[config.mk]
export PLATFORM = sky130hd
export DESIGN_NAME = spi_cfg_regs
export DESIGN_NICKNAME = d
export VERILOG_FILES = /design/src/hw/spi_cfg_pkg.sv /design/src/hw/pin_sync3.sv /design/src/hw/spi_cfg_regs.sv
export SDC_FILE = /design/constraint.sdc
export NUM_CORES = 1
export LEC_CHECK = 0
export ABC_AREA = 1
export BUFFER_PORTS_ARGS = -buffer_cell sky130_fd_sc_hd__buf_2
export CAP_MARGIN = 20
export CORE_MARGIN = 2
export CORE_UTILIZATION = 63
export CTS_BUF_LIST = sky130_fd_sc_hd__clkbuf_4
export CTS_CLUSTER_DIAMETER = 100
export CTS_CLUSTER_SIZE = 20
export DETAILED_ROUTE_END_ITERATION = 8
export HOLD_SLACK_MARGIN = 0.06
export MAX_ROUTING_LAYER = met4
export PLACE_DENSITY = 0.91
export REMOVE_ABC_BUFFERS = 1
export SLEW_MARGIN = 20
export SYNTH_ARGS = -nofsm -noshare
export SYNTH_HDL_FRONTEND = slang
export SYNTH_SLANG_ARGS = --single-unit
[constraint.sdc]
create_clock -name sys_clk -period 3.95 [get_ports sys_clk]
set_input_delay 0.1975 -clock sys_clk [delete_from_list [all_inputs] [get_ports sys_clk]]
set_output_delay 0.1975 -clock sys_clk [all_outputs]
set_load 0.02 [all_outputs]
[src/hw/spi_cfg_pkg.sv]
// constants, types and carriers for the serial configuration register map
package spi_cfg_pkg;
   localparam logic [12:0] ADDR_PORT = 13'h0000;
   localparam logic [12:0] ADDR_ID = 13'h0001;
   localparam logic [12:0] ADDR_GRADE = 13'h0002;
   localparam logic [12:0] ADDR_INDEX = 13'h0005;
   localparam logic [12:0] ADDR_XFER = 13'h00FF;
   localparam logic [12:0] ADDR_FUNC_LO = 13'h0008;
   localparam logic [12:0] ADDR_FUNC_HI = 13'h0022;
   localparam int FUNC_N = 27;
   localparam int CLOCK_IDX = 1;
   localparam logic [7:0] PORT_RST = 8'h18;
   localparam logic [7:0] INDEX_RST = 8'h0F;
   localparam logic [7:0] CLOCK_RST = 8'h01;
   localparam int PORT_LSB_HI = 6;
   localparam int PORT_LSB_LO = 1;
   localparam int PORT_SRST_HI = 5;
   localparam int PORT_SRST_LO = 2;
   localparam int GRADE_LSB = 4;
   localparam int XFER_BIT = 0;
   localparam int INSTR_RW = 15;
   localparam int INSTR_WHI = 14;
   localparam int INSTR_WLO = 13;
   // arbitrary identity values, not those of any real part
   localparam logic [7:0] PART_ID_DEF = 8'h5A;
   localparam logic [2:0] GRADE_DEF = 3'h3;
   localparam logic [FUNC_N*8-1:0] FUNCS_RST = (FUNC_N*8)'(CLOCK_RST) << (8 * CLOCK_IDX);

   typedef enum logic [1:0] {ST_IDLE, ST_INSTR, ST_DATA} phase_t;

   typedef struct packed {
      logic [7:0] dev_index;
      logic [FUNC_N-1:0][7:0] funcs;
   } settings_t;

   typedef struct packed {
      logic sclk;
      logic cs_n;
      logic sdio;
   } pins_t;

   localparam pins_t PINS_IDLE = '{sclk: 1'b0, cs_n: 1'b1, sdio: 1'b0};
   localparam settings_t SET_RST = '{dev_index: INDEX_RST, funcs: FUNCS_RST};

   typedef struct packed {
      phase_t phase;
      logic sclk_prev;
      logic cs_prev;
      logic got_hi;
      logic is_read;
      logic stream;
      logic [2:0] bit_cnt;
      logic [1:0] cnt;
      logic [12:0] addr;
      logic [7:0] shreg;
      logic [7:0] instr_hi;
      logic [7:0] tx;
      logic [7:0] port;
      logic sdio_out;
      logic sdio_oe;
      settings_t hold;
      settings_t active;
   } state_t;
endpackage : spi_cfg_pkg

[src/hw/pin_sync3.sv]
// three-stage pin synchroniser with agreement filter
`timescale 1ns/1ps
module pin_sync3
   import spi_cfg_pkg::*;
(
   input wire logic sys_clk,
   input wire logic rst_b,
   input pins_t din,
   output pins_t dout
);
   typedef struct packed {
      pins_t s1;
      pins_t s2;
      pins_t s3;
      pins_t level;
   } sync_t;

   sync_t q;
   sync_t d;

   always_comb begin
      d = q;
      d.s1 = din;
      d.s2 = q.s1;
      d.s3 = q.s2;
      // each bit moves only once stages two and three agree
      for (int i = 0; i < $bits(pins_t); i++) begin
         if (q.s2[i] == q.s3[i]) begin
            d.level[i] = q.s3[i];
         end
      end
   end

   always_ff @(posedge sys_clk or negedge rst_b) begin
      if (!rst_b) begin
         q <= '{s1: PINS_IDLE, s2: PINS_IDLE, s3: PINS_IDLE, level: PINS_IDLE};
      end else begin
         q <= d;
      end
   end

   assign dout = q.level;
endmodule : pin_sync3

[src/hw/spi_cfg_regs.sv]
// serial configuration port with holding and active register banks
`timescale 1ns/1ps
module spi_cfg_regs
   import spi_cfg_pkg::*;
#(
   parameter logic [7:0] PART_ID = PART_ID_DEF,
   parameter logic [2:0] GRADE = GRADE_DEF
)(
   input wire logic sys_clk,
   input wire logic rst_b,
   input wire logic sclk,
   input wire logic chip_select_n,
   input wire logic sdio_in,
   output logic sdio_out,
   output logic sdio_oe,
   output logic lsb_first,
   output settings_t settings
);
   localparam state_t ST_RST = '{phase: ST_IDLE, sclk_prev: 1'b0, cs_prev: 1'b1,
      got_hi: 1'b0, is_read: 1'b0, stream: 1'b0, bit_cnt: 3'h0, cnt: 2'h0,
      addr: 13'h0000, shreg: 8'h00, instr_hi: 8'h00, tx: 8'h00, port: PORT_RST,
      sdio_out: 1'b0, sdio_oe: 1'b0, hold: SET_RST, active: SET_RST};

   pins_t pin_raw;
   pins_t pin;
   state_t q;
   state_t d;
   logic rise;
   logic cs_rise;
   logic byte_done;
   logic xfer_ev;
   logic srst_ev;
   logic load_tx;
   logic [7:0] sh;
   logic [15:0] instr;
   logic [12:0] next_addr;

   assign pin_raw = '{sclk: sclk, cs_n: chip_select_n, sdio: sdio_in};

   pin_sync3 u_sync (
      .sys_clk(sys_clk),
      .rst_b(rst_b),
      .din(pin_raw),
      .dout(pin)
   );

   function automatic logic [4:0] func_idx(input logic [12:0] a);
      logic [12:0] off;
      off = a - ADDR_FUNC_LO;
      return off[4:0];
   endfunction : func_idx

   // unmapped addresses read as zero
   function automatic logic [7:0] rd_byte(input logic [12:0] a, input state_t s);
      logic [7:0] v;
      v = 8'h00;
      if (a == ADDR_PORT) v = s.port;
      else if (a == ADDR_ID) v = PART_ID;
      else if (a == ADDR_GRADE) v = {1'b0, GRADE, 4'h0};
      else if (a == ADDR_INDEX) v = s.hold.dev_index;
      else if (a >= ADDR_FUNC_LO && a <= ADDR_FUNC_HI) v = s.hold.funcs[func_idx(a)];
      return v;
   endfunction : rd_byte

   always_comb begin
      d = q;
      xfer_ev = 1'b0;
      srst_ev = 1'b0;
      load_tx = 1'b0;
      byte_done = 1'b0;
      instr = {q.instr_hi, q.shreg};
      next_addr = q.addr;
      rise = pin.sclk & ~q.sclk_prev;
      cs_rise = pin.cs_n & ~q.cs_prev;
      sh = q.port[PORT_LSB_HI] ? {pin.sdio, q.shreg[7:1]} : {q.shreg[6:0], pin.sdio};
      d.sclk_prev = pin.sclk;
      d.cs_prev = pin.cs_n;
      if (pin.cs_n) begin
         d.sdio_oe = 1'b0;
         // outside streaming, a stall between whole bytes keeps the frame alive
         if (cs_rise && (q.bit_cnt != 3'h0 || q.stream)) begin
            d.phase = ST_IDLE;
            d.bit_cnt = 3'h0;
            d.got_hi = 1'b0;
            d.stream = 1'b0;
         end
      end else begin
         if (q.phase == ST_IDLE) begin
            d.phase = ST_INSTR;
            d.got_hi = 1'b0;
         end
         if (rise) begin
            d.shreg = sh;
            d.bit_cnt = q.bit_cnt + 3'h1;
            byte_done = (q.bit_cnt == 3'h7);
         end
         if (!pin.sclk && q.sclk_prev && q.phase == ST_DATA && q.is_read) begin
            d.sdio_oe = 1'b1;
            d.sdio_out = q.port[PORT_LSB_HI] ? q.tx[q.bit_cnt] : q.tx[3'h7 - q.bit_cnt];
         end
      end
      if (byte_done && q.phase != ST_DATA) begin
         if (!q.got_hi) begin
            d.instr_hi = sh;
            d.got_hi = 1'b1;
         end else begin
            instr = q.port[PORT_LSB_HI] ? {sh, q.instr_hi} : {q.instr_hi, sh};
            d.is_read = instr[INSTR_RW];
            d.cnt = instr[INSTR_WHI:INSTR_WLO];
            d.stream = &instr[INSTR_WHI:INSTR_WLO];
            d.addr = instr[12:0];
            d.phase = ST_DATA;
            d.got_hi = 1'b0;
            d.tx = rd_byte(instr[12:0], q);
            load_tx = 1'b1;
         end
      end else if (byte_done) begin
         if (!q.is_read) begin
            if (q.addr == ADDR_PORT) begin
               d.port = sh;
               srst_ev = sh[PORT_SRST_HI] | sh[PORT_SRST_LO];
            end else if (q.addr == ADDR_INDEX) begin
               d.hold.dev_index = sh;
            end else if (q.addr == ADDR_XFER) begin
               xfer_ev = sh[XFER_BIT];
            end else if (q.addr >= ADDR_FUNC_LO && q.addr <= ADDR_FUNC_HI) begin
               d.hold.funcs[func_idx(q.addr)] = sh;
            end
         end
         next_addr = q.port[PORT_LSB_HI] ? q.addr + 13'h1 : q.addr - 13'h1;
         d.addr = next_addr;
         d.tx = rd_byte(next_addr, q);
         load_tx = 1'b1;
         if (!q.stream) begin
            d.cnt = q.cnt - 2'h1;
            if (q.cnt == 2'h0) begin
               d.phase = ST_IDLE;
               d.sdio_oe = 1'b0;
            end
         end
      end
      if (xfer_ev) begin
         d.active = q.hold;
      end
      // soft reset self-clears, so the port reads back zero in those bits
      if (srst_ev) begin
         d.port = PORT_RST;
         d.hold = SET_RST;
         d.active = SET_RST;
      end
   end

   always_ff @(posedge sys_clk or negedge rst_b) begin
      if (!rst_b) begin
         q <= ST_RST;
      end else begin
         q <= d;
      end
   end

   assign sdio_out = q.sdio_out;
   assign sdio_oe = q.sdio_oe;
   assign lsb_first = q.port[PORT_LSB_HI];
   assign settings = q.active;
endmodule : spi_cfg_regs

==> summary.md, run 1 <==
The run finished, with violations left. The final reports fail on design-rule violations. The final critical-path required period is 3436 ps, and the number of synthesis warnings is 0. The first global-routing pass estimated 138,800 um of wire.

At the worst endpoint, the arrival time is 4290 ps. The overall die height is 216.2 um. Yosys mapped the design onto 52 distinct sky130hd cell types. The clock transition time at the flip-flop clock pins of the worst setup and hold paths was 260 ps. The number of storage elements in the synthesis netlist works out to 519. For the worst-case register-to-register setup slack, the log shows 510 ps.

TritonCTS built the clock tree. The overall routing resource usage was 0.3917. The floorplan has 77 rows. Counting instances, the worst hold path has a depth of 0. By startpoint and endpoint, the worst setup path is classified as register to register.

The residual antenna-violating net count after detailed routing is 0. The worst setup path is launched from a register. In this run, post-CTS hold repair placed 9 buffers.

After detailed routing, the average wire length per cell comes to 21.07 um. During I/O placement, the number of pins put on the boundary was 232. The pre-antenna-repair detailed-routing pass consisted of 9 iterations. The worst hold path begins at u_sync.d[8]. The most frequent standard cell in the layout excluding fill and tap cells was sky130_fd_sc_hd__nand2_1.

Yosys attributes the largest share of cell area to sky130_fd_sc_hd__dfrtp_1 (44%), sky130_fd_sc_hd__nand2_1 (11%), sky130_fd_sc_hd__o21ai_0 (9.9%). The average vias per placed instance is 6.207. The initial antenna violation count is 2, and the weighted congestion reported at the end of routability-driven placement is 1.070.

Setup repair after global routing left no endpoint under its margin. After the first detailed-routing iteration, the DRC count stood at 4,443. The clock arrives with 99.42 ps of skew.

The number of max-cap violations was 0. STA classifies the critical path endpoint as a register. Leaving out fill and tap cells, the most frequent cells in the layout are sky130_fd_sc_hd__nand2_1 (804), sky130_fd_sc_hd__o21ai_0 (562), sky130_fd_sc_hd__dfrtp_1 (501). The logs give 0.3685 for the worst slew margin relative to its limit and 14.64 nW for the cell leakage power.

The fraction of post-synthesis cell area in the top cell type by area came out at 0.4428. The logs give 291.0 MHz for the highest clock rate and 950 ps for the clock latency on the worst-skew pair. The tools report the capture instance of the worst register-to-register path as q[461]. The run gives 0 as the total of endpoints with negative setup slack in the final report.

Startpoint of the worst-slack reg-to-reg timing path: q[484]. Entering global routing, the biggest net connects 236 pins. For the worst setup path, the data required time is 4810 ps. The sequential share of the synthesized area came out at 0.4585. CTS placed an instance of sky130_fd_sc_hd__clkbuf_4 at the clock tree root. Fill cells in the final layout number 3,866.

Smallest hold slack: 372.4 ps. Across the VDD grid, the largest voltage drop is 232.0 uV. The number of sinks on the clock net is 519. Synthesis handed over a netlist of 3,699 instances. The number of cells traversed by the worst register-to-register path came out at 16. The setup slack of the critical path after layout was 513.9 ps. Most area-hungry cell type in the Yosys netlist: sky130_fd_sc_hd__dfrtp_1.

CTS buffer count: 29. The run gives 28,370 um^2 as the netlist area before placement. Summed over all nets, the half-perimeter wirelength after detailed placement is 62,920 um. From left edge to right edge, the die measures 216.2 um. The path type of the worst min-delay path is register to register. In this run the post-CTS setup repair buffer count came out at 0. For this run, the post-layout net count is 3,651.

In the routed design, unresolved DRC markers number 10. The power density normalized to cell area was 355.6 nW/um^2; the area of the core region was 44,320 um^2. The count of buffers added on input and output ports is 231. For the via count of the first global-routing pass, the log shows 24,240. The worst setup slack after placement was 686.0 ps. The ratio of cells with drive above 1 in the final layout was 0.1262. Relative to the synthesized area, the layout overhead comes to 1.742%. The clock passes through at most 3 buffers.

Initial cell density of the core: 0.6401. Worst min-delay path endpoint: u_sync.d[5]. Along the worst path, the maximum fanout reaches 14. The number of levels in the clock H-tree came out at 1.

For the final count of pins violating max slew, the log shows 0. The floorplan step defined a die boundary enclosing 46,740 um^2. For the pin with the worst max-slew slack, the measured transition is 940.0 ps.

After synthesis, the mean cell area works out to 7.670 um^2. Detailed routing inserted a total of 26,260 vias. The final wirelength is 89,170 um.

The final clock period utilization by the worst path is 0.8699. The number of gates resized after CTS was 0. The tools report the final number of hold-violating endpoints as 0. The total overflow left after global routing is 0.
[cells in the mapped netlist (all sizes together)]
master / instances
o22a: 1
and2: 2
fa: 1
nand3: 305
o21ai: 588
xor2: 2
mux2i: 1
o21a: 3
maj3: 3
a22oi: 5
o41ai: 1
dfstp: 17
a21oi: 225
nor2: 209
inv: 394
o22ai: 90
or2: 2
o211a: 1
ha: 20
nand3b: 3
a21boi: 1
buf: 312
dfrtp: 502
nand2: 821
nand4: 21
clkbuf: 108
a31oi: 7
and3: 1
nor4: 1
o211ai: 13
nor3: 27
o2111ai: 7
clkinv: 2
o31ai: 2
xnor2: 1
[worst max path at each step]
stage	startpoint	end	slack, ps	cells after the start
floorplan	q[482]	settings[101]	-7170	8
global placement	lsb_first	q[278]	790	12
detailed placement	lsb_first	q[279]	690	12
CTS	lsb_first	q[279]	600	12
global route	q[484]	q[461]	190	16
finish	q[484]	q[461]	510	16
[logic make-up after synthesis]
family                   share of synthesized area
AND/OR/NAND/NOR                             0.2112
multiplexers                             0.0003528
buffers and inverters                       0.1428
adder cells (fa/ha/maj)                    0.01058
AO/OA/AOI/OAI                               0.1754
XOR/XNOR                                  0.001191
flip-flops                                  0.4585
[critical path, cell delays in order, from the launching register on]
cell                      delay, ps
sky130_fd_sc_hd__dfrtp_1        650
sky130_fd_sc_hd__ha_1           420
sky130_fd_sc_hd__a21oi_1        270
sky130_fd_sc_hd__nand2_1        140
sky130_fd_sc_hd__nand2_1         80
sky130_fd_sc_hd__nand2_1        270
sky130_fd_sc_hd__ha_1           710
sky130_fd_sc_hd__inv_1          130
sky130_fd_sc_hd__nand2_1         90
sky130_fd_sc_hd__nand2_1         50
sky130_fd_sc_hd__inv_1           50
sky130_fd_sc_hd__nand3_1         70
sky130_fd_sc_hd__nand2_1         80
sky130_fd_sc_hd__nand3_1         70
sky130_fd_sc_hd__nand2_1         70
sky130_fd_sc_hd__nand2_1         50
sky130_fd_sc_hd__a21oi_1        150
[per-stage QoR]
stage / util / cell area (um^2) / TNS (ps) / instances / total power, W
global placement: 0.6414 / 28420 / 0 / 4176 / 0.008076
detailed placement: 0.6414 / 28420 / 0 / 4176 / 0.008105
finish: 0.6513 / 28860 / 0 / 4231 / 0.01026
floorplan: - / 25810 / -1839190 / 3279 / 0.006922
CTS: 0.6509 / 28850 / 0 / 4227 / 0.01012
global route: 0.6513 / 28860 / 0 / 4231 / 0.01063
[final cells by class]
cell class                 instances  area [um^2]  area share
timing repair buffer             315         1947     0.06745
clock inverter                     1        7.507   0.0002601
inverter                         396         1499     0.05193
multi-input combinational       2364        11340      0.3930
sequential                       519        13010      0.4508
clock buffer                      41        307.8     0.01066
tap                              592        740.7     0.02566
antenna                            3        7.507   0.0002601
[layer usage]
metal | global-route usage | share of wire | vias to the layer above | wire [um]
li1 | - | - | 11730 | -
met1 | 0.5365 | 0.39 | 12300 | 34420
met5 | - | 0 | - | 0
met3 | 0.07242 | 0.12 | 360 | 10790
met4 | 0.1758 | 0.053 | 0 | 4721
met2 | 0.5722 | 0.44 | 1868 | 39230
[state kept, by name, summed over array words and instances (netlist names)]
signal,cells
q,280
u_sync.d,6
sdio_out,1
lsb_first,1
u_sync.q,3
u_sync.dout,3
settings,224
sdio_oe,1
[power by group]
part | internal (W) | switching, W | leakage (nW) | total, W
registers | 0.00538 | 0.0000609 | 7.16 | 0.00544
clock network | 0.000467 | 0.00163 | 0.189 | 0.00209
logic | 0.000640 | 0.00209 | 7.29 | 0.00273
total | 0.00649 | 0.00378 | 14.6 | 0.0103
No activity file was read; power rests on OpenSTA's default activity.
==> inputs of run 2 (changes only) <==
- CTS_CLUSTER_DIAMETER: 100 -> 120
- clock period: 3.95 -> 3.85 ns (I/O delays scaled with it)
==> run 2 against run 1 <==
Die area unchanged. Sequential power increased by 3%. Cell count up 0.38%. Sequential cell count unchanged. Combinational power increased by 3%. Via count decreased by 0.25%. The run now ends clean. Non-clock buffer count grew 10. Critical path depth did not move.
==> summary.md, run 2 (same netlist as run 1, synthesis figures left out) <==
The flow ran to the end, and the final reports show no timing, DRC or antenna violations. Total of endpoints with negative setup slack in the final report: 0 (unchanged). The cell leakage power is 14.71 nW (was 14.64 nW). Overall routing resource usage: 0.3973 (was 0.3917). Path type of the worst min-delay path: register to register (unchanged). Register with the highest flop count: q (unchanged).

The area of the core region was 44,320 um^2 (unchanged); the final clock period utilization by the worst path was 0.9202 (was 0.8699). The run gives 3,846 (was 3,866) as the fill cell total of the finished layout. The library cell contributing the largest single delay on the critical path was sky130_fd_sc_hd__o21ai_2 (was sky130_fd_sc_hd__ha_1). The detailed-route via count came out at 26,200 (was 26,260). Kind of capture point of the worst setup path: a register (unchanged). Cell-by-cell trace of the critical path: buf_12 -> o21ai_2 -> nand2_1 -> inv_1 -> buf_4 -> nand2_1 -> nand4_1 -> nand2_1 -> nand3_1 -> nand2_1 -> nand3_1 -> nand2_1 -> nand2_1 -> a21oi_1 -> nand2_1 -> nand2_1 (was ha_1 -> a21oi_1 -> nand2_1 -> nand2_1 -> nand2_1 -> ha_1 -> inv_1 -> nand2_1 -> nand2_1 -> inv_1 -> nand3_1 -> nand2_1 -> nand3_1 -> nand2_1 -> nand2_1 -> a21oi_1).

The run gives 232 (unchanged) as the number of top-level pins. DRC violation total after the first TritonRoute iteration: 4,074 (was 4,443). The data required time at the worst endpoint was 4660 ps (was 4810 ps); the via count of the first global-routing pass was 24,180 (was 24,240).

Instance count after placement with tap cells included: 4,187 (was 4,176). Sort of element at the start of the critical path: a register (unchanged). Port buffer count: 231 (unchanged).

The standard-cell row count was 77 (unchanged); the placed wire-length estimate after detailed placement was 65,280 um (was 62,920 um). The transition time of the tightest slew-check pin was 1070 ps (was 940.0 ps). Most frequent standard cell in the layout excluding fill and tap cells: sky130_fd_sc_hd__nand2_1 (unchanged).

The final critical-path required period is 3543 ps (was 3436 ps), and the buffer levels on the longest clock path is 3 (unchanged). For the final number of hold-violating endpoints, the log shows 0 (unchanged). The clock transition time at the flip-flop clock pins of the worst setup and hold paths was 250 ps (was 260 ps); the critical path's largest stage delay was 600 ps (was 710 ps).

The smallest hold slack is 376.3 ps (was 372.4 ps), and the number of buffers and inverters on the critical path is 3 (was 2). The logs give 519 (unchanged) for the number of sinks on the clock net and 90,820 um (was 89,170 um) for the final wirelength. The weighted congestion reported at the end of routability-driven placement came out at 1.091 (was 1.070).

Clock root buffer: sky130_fd_sc_hd__clkbuf_4 (unchanged). The power density normalized to cell area works out to 363.7 nW/um^2 (was 355.6 nW/um^2). For the setup TNS after final layout, the log shows 0 ps (unchanged). The setup clock skew after layout was 63.03 ps (was 99.42 ps); the overall die height was 216.2 um (unchanged).

Mean routed wirelength per cell: 21.38 um (was 21.07 um). Width of the die: 216.2 um (unchanged). The cell repeated most along the worst path is sky130_fd_sc_hd__nand2_1 (unchanged). The final instance area is 28,990 um^2 (was 28,860 um^2), and the initial cell density of the core is 0.6401 (unchanged). The start-to-end type of the worst setup path was register to register (unchanged). The logs give 0 (unchanged) for the number of max-cap violations and 46,740 um^2 (unchanged) for the die area. Number of levels in the clock H-tree: 1 (unchanged). TritonCTS built the clock tree. The post-synthesis to final-layout area growth is 2.201% (was 1.742%). The number of iterations in the first detailed-routing pass is 8 (was 9), and the worst slew margin relative to its limit is 0.2867 (was 0.3685). Cell class contributing the biggest share of worst-path delay: simple AND/OR/NAND/NOR gates (was adder cells). The count of nets after finishing came out at 3,661 (was 3,651). The run gives 0 (unchanged) as the residual antenna-violating net count after detailed routing.

The ratio of cells with drive above 1 in the final layout is 0.1286 (was 0.1262). Initial antenna violation count: 2 (unchanged). The endpoint arrival time on the critical path is 4350 ps (was 4290 ps).

The final count of pins violating max slew was 0 (unchanged). The number of remaining DRC errors came out at 0 (was 10). The peak supply drop was 289.0 uV (was 232.0 uV); the number of flip-flops in the largest register was 280 (unchanged).

The largest net degree at the start of global routing is 236 (unchanged), and the placement-stage cell area is 28,540 um^2 (was 28,420 um^2). The global-route wire length before repair is 139,900 um (was 138,800 um). The maximum fanout along the worst path came out at 34 (was 14). Setup repair after global routing left no endpoint under its margin. The average vias per placed instance was 6.168 (was 6.207).

The number of cells in the finished layout apart from fillers came out at 4,247 (was 4,231). Most frequent cells in the layout: sky130_fd_sc_hd__nand2_1 (804), sky130_fd_sc_hd__o21ai_0 (562), sky130_fd_sc_hd__dfrtp_1 (501) (unchanged). The tools report the remaining global-route overflow as 0 (unchanged).

The tools report the highest clock rate as 282.3 MHz (was 291.0 MHz). The CTS buffer count came out at 29 (unchanged). For the total power draw, the log shows 0.01054 W (was 0.01026 W). The clock latency on the worst-skew pair came out at 920 ps (was 950 ps).
run 2: changes by cell type in the layout (fill, tap and decap cells not counted), sizes merged:
| cell | previous run | this run |
|---|---|---|
| diode | 3 | 8 |
| clkbuf | 41 | 42 |
| clkinvlp | 1 | 0 |
| buf | 307 | 317 |
| inv | 394 | 395 |
run 2: layout make-up:
type,instances,area [um^2],share of cell area
clock buffer,42,315.3,0.01087
tap,592,740.7,0.02555
inverter,396,1499,0.05170
clock inverter,1,3.754,0.0001295
timing repair buffer,325,2066,0.07125
antenna,8,20.02,0.0006905
multi-input combinational,2364,11340,0.3910
sequential,519,13010,0.4488
run 2: final timing paths:
path | cells past startpoint | slack, ps | endpoint | from
worst max register to register | 16 | 310 | q[465] | lsb_first
min in group asynchronous | 4 | 460 | settings[43] | rst_b
worst min-delay path | 0 | 380 | u_sync.d[5] | u_sync.d[8]
worst max-delay path | 16 | 310 | q[465] | lsb_first
max in group asynchronous | 5 | 2650 | settings[88] | rst_b
worst min register to register | 0 | 380 | u_sync.d[5] | u_sync.d[8]
run 2: where the power goes:
group | switching, W | total (W) | internal (W)
sequential | 0.0000606 | 0.00558 | 0.00552
clock | 0.00166 | 0.00215 | 0.000490
combinational | 0.00215 | 0.00281 | 0.000660
run 2: per-layer routing:
layer / part of all wire / vias to the layer above / GRT usage
met5: 0 / - / -
met2: 0.44 / 1721 / 0.5969
met3: 0.11 / 349 / 0.05404
met1: 0.39 / 12380 / 0.5429
li1: - / 11750 / -
met4: 0.055 / 0 / 0.1779
run 2: metrics by stage:
stage / worst slack (ps) / utilization
3_3_place_gp: 411.6 / 0.6441
5_1_grt: 140.4 / 0.6542
3_5_place_dp: 284.7 / 0.6441
6_report: 307.0 / 0.6542
4_1_cts: 243.5 / 0.6537
2_1_floorplan: -7266 / -
run 2: worst reg2reg max path: stages, from the launching register on:
cell,delay (ps)
sky130_fd_sc_hd__dfrtp_1,580
sky130_fd_sc_hd__buf_12,240
sky130_fd_sc_hd__o21ai_2,610
sky130_fd_sc_hd__nand2_1,160
sky130_fd_sc_hd__inv_1,590
sky130_fd_sc_hd__buf_4,280
sky130_fd_sc_hd__nand2_1,60
sky130_fd_sc_hd__nand4_1,110
sky130_fd_sc_hd__nand2_1,70
sky130_fd_sc_hd__nand3_1,140
sky130_fd_sc_hd__nand2_1,160
sky130_fd_sc_hd__nand3_1,140
sky130_fd_sc_hd__nand2_1,60
sky130_fd_sc_hd__nand2_1,80
sky130_fd_sc_hd__a21oi_1,60
sky130_fd_sc_hd__nand2_1,80
sky130_fd_sc_hd__nand2_1,50
run 2: what timing repair did:
item / CTS / global route
resized for setup: 0 / 1
endpoints found under the setup margin: 0 / 8
endpoints found under the hold margin: 387 / 0
hold buffers: 9 / 0
setup buffers: 0 / 0
